**src/hdl/term_io_pkg.sv**
```systemverilog
// Constants shared by the terminal input/output routing block
package term_io_pkg;

  // Clock and timing
  localparam int CLK_PERIOD_NS    = 50;
  localparam int DEB_TICK_NS      = 100000;
  localparam int DEB_TICK_CYC     = (DEB_TICK_NS + CLK_PERIOD_NS - 1) / CLK_PERIOD_NS;
  localparam int DISC_TIME_NS     = 1000000;
  localparam int DISC_CYC         = DISC_TIME_NS / CLK_PERIOD_NS;

  // Register bus widths
  localparam int ADDR_W           = 4;
  localparam int DATA_W           = 16;

  // Register offsets
  localparam logic [3:0] CTRL_OFS        = 4'h0;
  localparam logic [3:0] IFACE_OFS       = 4'h1;
  localparam logic [3:0] DEB_TIME_OFS    = 4'h2;
  localparam logic [3:0] SEL0_OFS        = 4'h3;
  localparam logic [3:0] INV_OFS         = 4'h6;
  localparam logic [3:0] IN_STATUS_OFS   = 4'h7;
  localparam logic [3:0] SAFE_STATUS_OFS = 4'h8;
  localparam logic [3:0] IRQ_STATUS_OFS  = 4'h9;
  localparam logic [3:0] IRQ_MASK_OFS    = 4'ha;
  localparam logic [3:0] CMD_OFS         = 4'hb;
  localparam logic [3:0] WORD_ONE_OFS    = 4'hc;
  localparam logic [3:0] WORD_TWO_OFS    = 4'hd;

  // Control register fields
  localparam int CTRL_STO_EN_BIT  = 0;
  localparam int CTRL_AI_EN_LSB   = 1;
  // Safety status fields
  localparam int SAFE_ACTIVE_BIT  = 0;
  localparam int SAFE_FAULT_BIT   = 1;
  localparam int SAFE_CH0_BIT     = 2;
  localparam int SAFE_CH1_BIT     = 3;
  // Interrupt status fields
  localparam int IRQ_FAULT_BIT    = 0;
  localparam int IRQ_STO_BIT      = 1;
  localparam int IRQ_CHANGE_BIT   = 2;
  // Command fields
  localparam int CMD_ACK_BIT      = 0;

  // Reset values
  localparam logic [3:0] IFACE_RST       = 4'h0;
  localparam logic [7:0] DEB_TIME_RST    = 8'h00;
  localparam logic [5:0] SEL_RST         = 6'h00;
  localparam logic [2:0] IRQ_MASK_RST    = 3'h0;

  // Interface assignment that pairs the two safety channels
  localparam logic [3:0] IFACE_FAILSAFE  = 4'h2;

  // Output source select codes
  localparam logic [5:0] SEL_OFF         = 6'h00;
  localparam logic [5:0] SEL_W1_BASE     = 6'h01;
  localparam logic [5:0] SEL_W2_BASE     = 6'h11;
  localparam logic [5:0] SEL_W2_END      = 6'h21;

endpackage

```
**src/hdl/input_filter.sv**
```systemverilog
// Debounce filter for one terminal input
`timescale 1ns/100ps
module input_filter
  import term_io_pkg::*;
#(
  parameter int CNT_W = 8
) (
  // Clock and reset
  input  wire logic             clk,
  input  wire logic             sys_rst,
  // Filter control
  input  wire logic             tick,
  input  wire logic [CNT_W-1:0] limit,
  // Signal
  input  wire logic             raw,
  output logic                  level
);

  typedef struct packed {
    logic [CNT_W-1:0] cnt;
    logic             level;
  } filt_state_t;

  filt_state_t state_reg;
  filt_state_t state_next;

  // New level accepted once stable for limit ticks; limit 0 passes at once
  always_comb begin
    state_next = state_reg;
    if (raw == state_reg.level) begin
      state_next.cnt = '0;
    end else if (state_reg.cnt >= limit) begin
      state_next.level = raw;
      state_next.cnt   = '0;
    end else if (tick) begin
      state_next.cnt = state_reg.cnt + 1'b1;
    end
  end

  // Level resets low, which reads as a safety demand on the paired channels
  always_ff @(posedge clk) begin
    if (sys_rst) begin
      state_reg <= '0;
    end else begin
      state_reg <= state_next;
    end
  end

  assign level = state_reg.level;

endmodule

```
**src/hdl/output_route.sv**
```systemverilog
// Source selection and inversion for one binary output
`timescale 1ns/100ps
module output_route
  import term_io_pkg::*;
(
  // Clock and reset
  input  wire logic        clk,
  input  wire logic        sys_rst,
  // Status sources
  input  wire logic [15:0] word_one,
  input  wire logic [15:0] word_two,
  // Configuration
  input  wire logic [5:0]  sel,
  input  wire logic        invert,
  // Output
  output logic             drive
);

  typedef struct packed {
    logic drive;
  } route_state_t;

  route_state_t state_reg;
  route_state_t state_next;
  logic [3:0]   w1_idx;
  logic [3:0]   w2_idx;

  assign w1_idx = 4'(sel - SEL_W1_BASE);
  assign w2_idx = 4'(sel - SEL_W2_BASE);

  // Pick a status bit, then invert; unused codes stay off
  always_comb begin
    state_next = state_reg;
    if (sel == SEL_OFF) begin
      state_next.drive = 1'b0;
    end else if (sel < SEL_W2_BASE) begin
      state_next.drive = word_one[w1_idx] ^ invert;
    end else if (sel < SEL_W2_END) begin
      state_next.drive = word_two[w2_idx] ^ invert;
    end else begin
      state_next.drive = 1'b0;
    end
  end

  // Registered so a select change never glitches the relay
  always_ff @(posedge clk) begin
    if (sys_rst) begin
      state_reg <= '0;
    end else begin
      state_reg <= state_next;
    end
  end

  assign drive = state_reg.drive;

endmodule

```
**src/hdl/terminal_io_routing_failsafe.sv**
```systemverilog
// Terminal inputs, paired safety input and routed binary outputs
`timescale 1ns/100ps
// What this block does
// Each terminal input has a configurable debounce
// Analog channels may serve as binary inputs
// Inputs five and six form one safety input
// Software picks the fail-safe interface assignment
// Torque off needs the function enabled
// Safety input high idle, low demands
// Relay keeps both channels at equal level
// Channel disagreement raises a fault
// Cross shorts and supply shorts go undetected
// Each output follows a selected status bit
// Select zero holds the output off
// Word one bits are selectable sources
// Word two bits zero to fifteen selectable
// Per-output inversion of the selected source
// Filtered inputs readable as status bits
// Discrepancy forces torque off until acknowledged
module terminal_io_routing_failsafe
  import term_io_pkg::*;
#(
  parameter int NUM_DI      = 6,
  parameter int NUM_AI      = 2,
  parameter int NUM_DO      = 3,
  parameter int TICK_CYCLES = DEB_TICK_CYC,
  parameter int DISC_CYCLES = DISC_CYC
) (
  // Clock and reset
  input  wire logic              clk,
  input  wire logic              sys_rst,
  // Register port
  input  wire logic [ADDR_W-1:0] addr,
  input  wire logic [DATA_W-1:0] wdata,
  input  wire logic              wr_stb,
  input  wire logic              rd_stb,
  output logic      [DATA_W-1:0] rdata,
  // Terminal pins
  input  wire logic [NUM_DI-1:0] term_in_pin,
  input  wire logic [NUM_AI-1:0] ai_level_pin,
  output logic      [NUM_DO-1:0] term_out_pin,
  // Drive status from the control core
  input  wire logic [15:0]       drive_status_word_one,
  input  wire logic [15:0]       drive_status_word_two,
  // To the control core
  output logic [NUM_DI+NUM_AI-1:0] binary_in,
  output logic                     safe_torque_off,
  output logic                     discrepancy_fault,
  output logic                     irq
);

  localparam int NUM_IN = NUM_DI + NUM_AI;
  localparam int CH0    = 4;
  localparam int CH1    = 5;

  // Register set, in address order:
  //   control            torque off enable, analog-as-input enables
  //   interface          pairing of the safety channels
  //   debounce           filter limit in ticks
  //   output selects     one per output, zero holds it off
  //   invert mask        one bit per output
  //   input status       filtered levels, paired channels read zero
  //   safety status      demand, fault, both channel levels
  //   interrupt status   sticky events, write one to clear
  //   interrupt mask     same layout as the status
  //   command            fault acknowledge, write only
  //   status words       two words from the control core, read only

  typedef struct packed {
    logic [NUM_IN-1:0]      sync1;
    logic [NUM_IN-1:0]      sync2;
    logic [15:0]            tick_cnt;
    logic                   tick;
    logic                   sto_en;
    logic [NUM_AI-1:0]      ai_en;
    logic [3:0]             iface;
    logic [7:0]             deb_time;
    logic [NUM_DO-1:0][5:0] sel;
    logic [NUM_DO-1:0]      inv;
    logic [15:0]            disc_cnt;
    logic                   fault;
    logic                   sto_act;
    logic [NUM_IN-1:0]      prev_lvl;
    logic [2:0]             irq_st;
    logic [2:0]             irq_mask;
    logic [DATA_W-1:0]      rdata;
  } io_state_t;

  io_state_t         state_reg;
  io_state_t         state_next;
  logic [NUM_IN-1:0] lvl;
  logic [NUM_IN-1:0] avail;
  logic              paired;
  logic              disagree;
  logic [2:0]        events;
  logic [DATA_W-1:0] rd_val;
  logic              ack_req;
  logic              fault_hit;
  logic              chan_low;
  logic [2:0]        irq_clr;
  logic [2:0]        irq_pend;
  logic              wr_ctrl;
  logic              wr_iface;
  logic              wr_deb;
  logic              wr_sel;
  logic              wr_inv;
  logic              wr_irq_st;
  logic              wr_mask;

  ////////////////////////////////////////////////////////////////////////
  // Address helpers, shared by the read and write decoders

  // Address falls on one of the output select registers
  function automatic logic sel_hit(input logic [ADDR_W-1:0] a);
    return (a >= SEL0_OFS) && (a < SEL0_OFS + 4'(NUM_DO));
  endfunction

  // Output number that a select register address belongs to
  function automatic logic [1:0] sel_idx(input logic [ADDR_W-1:0] a);
    return 2'(a - SEL0_OFS);
  endfunction

  ////////////////////////////////////////////////////////////////////////
  // Debounce filters, one per terminal and analog channel
  genvar gi;
  generate
    for (gi = 0; gi < NUM_IN; gi++) begin : g_filt
      input_filter #(
        .CNT_W (8)
      ) u_filt (
        .clk     (clk),
        .sys_rst (sys_rst),
        .tick    (state_reg.tick),
        .limit   (state_reg.deb_time),
        .raw     (state_reg.sync2[gi]),
        .level   (lvl[gi])
      );
    end
  endgenerate

  ////////////////////////////////////////////////////////////////////////
  // Output routing, one per binary output
  generate
    for (gi = 0; gi < NUM_DO; gi++) begin : g_out
      output_route u_route (
        .clk      (clk),
        .sys_rst  (sys_rst),
        .word_one (drive_status_word_one),
        .word_two (drive_status_word_two),
        .sel      (state_reg.sel[gi]),
        .invert   (state_reg.inv[gi]),
        .drive    (term_out_pin[gi])
      );
    end
  endgenerate

  ////////////////////////////////////////////////////////////////////////
  // Input availability and safety pairing
  // Paired channels are withheld from the ordinary input vector
  assign paired = (state_reg.iface == IFACE_FAILSAFE);

  always_comb begin
    avail = '1;
    for (int i = 0; i < NUM_AI; i++) begin
      avail[NUM_DI+i] = state_reg.ai_en[i];
    end
    if (paired) begin
      avail[CH0] = 1'b0;
      avail[CH1] = 1'b0;
    end
  end

  // Cross shorts keep the channels equal, so they cannot show here
  assign disagree = lvl[CH0] ^ lvl[CH1];

  // Tolerance used up with the channels still apart
  assign fault_hit = paired && disagree &&
                     (state_reg.disc_cnt >= 16'(DISC_CYCLES - 1));

  // Either channel low is a demand on its own
  assign chan_low = !lvl[CH0] || !lvl[CH1];

  ////////////////////////////////////////////////////////////////////////
  // Write decode; read-only and unmapped addresses fall through
  always_comb begin
    wr_ctrl   = 1'b0;
    wr_iface  = 1'b0;
    wr_deb    = 1'b0;
    wr_sel    = 1'b0;
    wr_inv    = 1'b0;
    wr_irq_st = 1'b0;
    wr_mask   = 1'b0;
    if (wr_stb) begin
      if (addr == CTRL_OFS) begin
        wr_ctrl = 1'b1;
      end else if (addr == IFACE_OFS) begin
        wr_iface = 1'b1;
      end else if (addr == DEB_TIME_OFS) begin
        wr_deb = 1'b1;
      end else if (sel_hit(addr)) begin
        wr_sel = 1'b1;
      end else if (addr == INV_OFS) begin
        wr_inv = 1'b1;
      end else if (addr == IRQ_STATUS_OFS) begin
        wr_irq_st = 1'b1;
      end else if (addr == IRQ_MASK_OFS) begin
        wr_mask = 1'b1;
      end
    end
  end

  // Requests acted on by the next-state logic
  assign ack_req = wr_stb && (addr == CMD_OFS) && wdata[CMD_ACK_BIT];
  assign irq_clr = wr_irq_st ? wdata[2:0] : 3'h0;

  ////////////////////////////////////////////////////////////////////////
  // Read multiplexer
  always_comb begin
    rd_val = '0;
    if (addr == CTRL_OFS) begin
      rd_val[CTRL_STO_EN_BIT] = state_reg.sto_en;
      rd_val[CTRL_AI_EN_LSB +: NUM_AI] = state_reg.ai_en;
    end else if (addr == IFACE_OFS) begin
      rd_val[3:0] = state_reg.iface;
    end else if (addr == DEB_TIME_OFS) begin
      rd_val[7:0] = state_reg.deb_time;
    end else if (sel_hit(addr)) begin
      rd_val[5:0] = state_reg.sel[sel_idx(addr)];
    end else if (addr == INV_OFS) begin
      rd_val[NUM_DO-1:0] = state_reg.inv;
    end else if (addr == IN_STATUS_OFS) begin
      rd_val[NUM_IN-1:0] = lvl & avail;
    end else if (addr == SAFE_STATUS_OFS) begin
      rd_val[SAFE_ACTIVE_BIT] = state_reg.sto_act;
      rd_val[SAFE_FAULT_BIT]  = state_reg.fault;
      rd_val[SAFE_CH0_BIT]    = lvl[CH0];
      rd_val[SAFE_CH1_BIT]    = lvl[CH1];
    end else if (addr == IRQ_STATUS_OFS) begin
      rd_val[2:0] = state_reg.irq_st;
    end else if (addr == IRQ_MASK_OFS) begin
      rd_val[2:0] = state_reg.irq_mask;
    end else if (addr == WORD_ONE_OFS) begin
      rd_val = drive_status_word_one;
    end else if (addr == WORD_TWO_OFS) begin
      rd_val = drive_status_word_two;
    end else begin
      rd_val = '0;
    end
  end

  ////////////////////////////////////////////////////////////////////////
  // Next state
  always_comb begin
    state_next = state_reg;

    // Two-stage synchronisers for every pin
    state_next.sync1 = {ai_level_pin, term_in_pin};
    state_next.sync2 = state_reg.sync1;

    // Debounce time base
    if (state_reg.tick_cnt >= 16'(TICK_CYCLES - 1)) begin
      state_next.tick_cnt = '0;
      state_next.tick     = 1'b1;
    end else begin
      state_next.tick_cnt = state_reg.tick_cnt + 16'h0001;
      state_next.tick     = 1'b0;
    end

    // Discrepancy timer: brief skew between contacts is tolerated
    if (!disagree) begin
      state_next.disc_cnt = '0;
    end else if (state_reg.disc_cnt < 16'(DISC_CYCLES - 1)) begin
      state_next.disc_cnt = state_reg.disc_cnt + 16'h0001;
    end

    // Fault latches; acknowledge only clears once channels agree
    if (ack_req && !disagree) begin
      state_next.fault = 1'b0;
    end
    if (fault_hit) begin
      state_next.fault = 1'b1;
    end

    // Torque off: low on either channel or a held fault
    state_next.sto_act = state_reg.sto_en && paired &&
                         (chan_low ||
                          state_next.fault);

    state_next.prev_lvl = lvl;
    state_next.rdata    = rd_stb ? rd_val : '0;

    // Register writes, one decoded enable each
    if (wr_ctrl) begin
      state_next.sto_en = wdata[CTRL_STO_EN_BIT];
      state_next.ai_en  = wdata[CTRL_AI_EN_LSB +: NUM_AI];
    end
    if (wr_iface) begin
      state_next.iface = wdata[3:0];
    end
    if (wr_deb) begin
      state_next.deb_time = wdata[7:0];
    end
    if (wr_sel) begin
      state_next.sel[sel_idx(addr)] = wdata[5:0];
    end
    if (wr_inv) begin
      state_next.inv = wdata[NUM_DO-1:0];
    end
    if (wr_mask) begin
      state_next.irq_mask = wdata[2:0];
    end

    // Interrupt events, formed here so no loop runs through a separate net
    events[IRQ_FAULT_BIT]  = state_next.fault & ~state_reg.fault;
    events[IRQ_STO_BIT]    = state_next.sto_act & ~state_reg.sto_act;
    events[IRQ_CHANGE_BIT] = |((lvl ^ state_reg.prev_lvl) & avail);

    // Events set after the clear so a coinciding event survives
    state_next.irq_st = (state_reg.irq_st & ~irq_clr) | events;
  end

  ////////////////////////////////////////////////////////////////////////
  // State register
  always_ff @(posedge clk) begin
    if (sys_rst) begin
      state_reg          <= '0;
      state_reg.iface    <= IFACE_RST;
      state_reg.deb_time <= DEB_TIME_RST;
      state_reg.sel      <= {NUM_DO{SEL_RST}};
      state_reg.irq_mask <= IRQ_MASK_RST;
    end else begin
      state_reg <= state_next;
    end
  end

  ////////////////////////////////////////////////////////////////////////
  // Outputs
  assign rdata             = state_reg.rdata;
  assign binary_in         = lvl & avail;
  assign safe_torque_off   = state_reg.sto_act;
  assign discrepancy_fault = state_reg.fault;
  assign irq_pend          = state_reg.irq_st & state_reg.irq_mask;
  assign irq               = |irq_pend;

endmodule

```
**config.mk**
```make
export PLATFORM = sky130hd
export DESIGN_NAME = terminal_io_routing_failsafe
export DESIGN_NICKNAME = d
export VERILOG_FILES = /design/src/hdl/term_io_pkg.sv /design/src/hdl/input_filter.sv /design/src/hdl/output_route.sv /design/src/hdl/terminal_io_routing_failsafe.sv
export SDC_FILE = /design/constraint.sdc
export NUM_CORES = 1
export LEC_CHECK = 0
export BUFFER_PORTS_ARGS = -buffer_cell sky130_fd_sc_hd__buf_2
export CORE_ASPECT_RATIO = 1.75
export CORE_UTILIZATION = 60
export CTS_BUF_LIST = sky130_fd_sc_hd__clkbuf_16
export CTS_CLUSTER_DIAMETER = 200
export DETAILED_ROUTE_END_ITERATION = 10
export GPL_TIMING_DRIVEN = 0
export PLACE_DENSITY = 0.88
export SETUP_SLACK_MARGIN = 0.15
export SLEW_MARGIN = 20
export SYNTH_ARGS = -nofsm -noshare
export SYNTH_HDL_FRONTEND = slang
export SYNTH_HIERARCHICAL = 1
export SYNTH_SLANG_ARGS = --single-unit
```
**constraint.sdc**
```tcl
create_clock -name clk -period 2.5 [get_ports clk]
set_input_delay 0.25 -clock clk [delete_from_list [all_inputs] [get_ports clk]]
set_output_delay 0.25 -clock clk [all_outputs]
set_load 0.02 [all_outputs]
```
==> metrics.cfg <==
[status]
status=finished, final reports clean

[synth]
ys_ff_latch=192
synth-edff-count=0
avgSynthCellArea_sq_um=9.53
ys_warn_count=6
yosysSeqAreaShare=0.318
ys.flop_type=dfxtp_1
synth.distinct_cells=77
syn_inst=1269
synthesis.area_sq_um=12100
async_flop_share=0

[sta]
setup_viol=0
skew_ns=0.0112
slew_violations=0
period_needed_ns=2.47
worst_pin_slew_ns=0.733
finalCritPeriodShare=0.987
rsz0062_at_grt=yes
maxSlewHeadroom=0.512
finalHoldViolations=0
max_freq_ghz=0.405

[die]
die_y_microns=190
initial_utilization=0.613
die_area_sq_um=20700
pin_count=94
coreArea_sq_um=19700
num_rows=68
die_w_microns=109

[power_and_ir_drop]
powerDensity_nw_per_um2=481
vdd_drop_max_uv=464
total_power_uw=6520
power_leakage_uw=0.00535

[grt]
antenna_found_initial=0
overflow=0
grt_pass1_wl_mm=51.7
grt_pass1_vias=10638
grt_max_degree=31
grt.total_usage=0.323

[clock_network]
clock_latency_ns=0.46
cts_buffers=17
cts_max_path_buffers=2
clk_pin_slew_ns=0.08
htreeDepth=4
cts_root_buf=clkbuf_16
cts_tree=yes
cts.sinks=192

[placed_design]
gp_congestion=0.990
hpwl_mm=23.4
place_area_sq_um=12800
io_buffers=83

[critical_path]
timing.rr.end=g_out[2].u_route/drive$_SDFF_PP0_
r2r_cells=8
cp_data_required_time_ns=2.82
cp-end-kind=flop
cp-start-kind=flop
critical_path.max_fanout=8
worstReg2RegStart=state_reg[64]$_SDFFE_PP0P_
critPathKind=reg2reg
r2r_setup_slack_ns=0.03
cp_data_arrival_time_ns=2.79

[routing]
ant_nets=0
drt_iter0_drc=796
vias=10468
wirelength_mm=32.8
routed_via_density=6.38
drcViolationCount=0
firstDrtPassIters=5
wl_per_cell_microns=20.0

[hold_path]
min-delay-start=term_in_pin[1]
holdPathStages=2
hold_path_class=in2reg
min_to=state_next[102]$_SDFF_PP0_

[cells_and_area]
syn2layout_area_growth_pct=12.2
utilization=0.687
postLayoutCellArea_sq_um=13600
n_fill_cell=1460
fin_nets=1532
final_layout_size_suffix_gt1_frac=0.170
largest_reg_flops=89

[run]
maxCapViolCount=0

[where the power goes]
part / switching, uW / internal (uW)
sequential: 43.8 / 3090
combinational: 343 / 243
clock: 1440 / 1360
total: 1820 / 4700
[metal layers]
layer | routed length (microns) | global-route usage
met2 | 17100 | 0.581
met1 | 11300 | 0.325
met3 | 2110 | 0.0661
met5 | 0 | 0
met4 | 2240 | 0.221
[metrics by stage]
step                      setup TNS [ns]  setup slack [ns]  hold WS, ns  instances
after detailed placement          -0.996            -0.191        0.423       1602
after global placement            -0.633            -0.191        0.427       1601
final                                  0            0.0332      0.00436       1641
after floorplan                        0             0.462        0.378       1273
after CTS                              0             0.101      0.00131       1637
after global routing                   0            0.0329       0.0154       1640
[how the worst max path moves through the flow]
stage | start | end | slack, ns | cells after the start
floorplan | state_reg[57]$_SDFFE_PP0P_ | g_out[1].u_route/drive$_SDFF_PP0_ | 0.46 | 9
global placement | addr[0] | rdata[0]$_SDFF_PP0_ | -0.19 | 9
detailed placement | addr[0] | rdata[0]$_SDFF_PP0_ | -0.19 | 9
CTS | state_reg[63]$_SDFFE_PP0P_ | g_out[2].u_route/drive$_SDFF_PP0_ | 0.10 | 9
global route | state_reg[64]$_SDFFE_PP0P_ | g_out[2].u_route/drive$_SDFF_PP0_ | 0.03 | 8
finish | state_reg[64]$_SDFFE_PP0P_ | g_out[2].u_route/drive$_SDFF_PP0_ | 0.03 | 8
[cells in the mapped netlist, drive strengths merged (6+ instances only)]
cell / n / area share
o21a: 22 / 0.014
nand2: 58 / 0.018
buf: 35 / 0.020
ha: 86 / 0.089
o21ai: 15 / 0.0062
a221oi: 6 / 0.0043
mux4: 24 / 0.052
nand3: 38 / 0.016
nand3b: 14 / 0.0087
o311ai: 9 / 0.018
and2: 7 / 0.0036
inv: 80 / 0.025
xor2: 60 / 0.045
dfxtp: 192 / 0.32
clkbuf: 28 / 0.0087
o31ai: 14 / 0.012
a21oi: 49 / 0.021
o2bb2ai: 6 / 0.0043
and4: 12 / 0.0087
mux2i: 83 / 0.069
a21o: 9 / 0.0056
nand2b: 55 / 0.033
nor3: 15 / 0.0075
a31oi: 6 / 0.0031
xnor2: 26 / 0.021
nor2: 141 / 0.047
and3: 14 / 0.0072
a2111oi: 8 / 0.018
nor2b: 36 / 0.019
nand4: 36 / 0.019
a22oi: 11 / 0.0068
[layout make-up]
| cell class | instances | area, sq um | share of cell area |
|---|---|---|---|
| Multi-Input combinational cell | 937 | 7660 | 0.565 |
| Sequential cell | 192 | 3840 | 0.283 |
| Timing Repair Buffer | 90 | 485 | 0.0358 |
| Clock buffer | 17 | 425 | 0.0314 |
| Buffer | 63 | 355 | 0.0262 |
| Tap cell | 245 | 307 | 0.0226 |
| Inverter | 81 | 304 | 0.0224 |
| Clock inverter | 15 | 180 | 0.0133 |
| Antenna cell | 1 | 2.50 | 0.000185 |
[kinds of logic after synthesis]
family | Yosys count | synth area share
buffers and inverters | 144 | 0.0534
multiplexers | 110 | 0.124
XOR/XNOR | 86 | 0.0660
AND/OR/NAND/NOR | 453 | 0.206
adder cells (fa/ha/maj) | 86 | 0.0890
flip-flops | 192 | 0.318
other | 1 | 0.000310
AO/OA/AOI/OAI | 197 | 0.143
[repair_timing]
| action | CTS | global route |
|---|---|---|
| hold buffers | 2 | 0 |
| gates resized for setup | 10 | 10 |
| setup buffers | 1 | 3 |
| hold endpoints to repair | 2 | 0 |
| endpoints found under the setup margin | 3 | 5 |
| pin swaps | 0 | 1 |
[layout by cell type (no fill, tap or decap), drive strengths merged, types with 14 or more instances in the layout]
cell and count:
a21oi 49, and3 14, buf 123, clkbuf 45, dfxtp 192, ha 86, inv 88, mux2i 83
mux4 24, nand2 58, nand2b 55, nand3 38, nand3b 14, nand4 36, nor2 141, nor2b 36
nor3 15, o21a 22, o21ai 15, o31ai 14, xnor2 26, xor2 60
[critical path, stage by stage, from the launching register on]
cell       delay (ns)
dfxtp_1          0.46
inv_1            0.12
ha_1             0.31
buf_4            0.18
mux4_1           0.32
mux2i_1          0.24
mux2i_1          0.15
a2bb2oi_1        0.18
a211oi_2         0.37
Power figures use the tool's default switching activity.
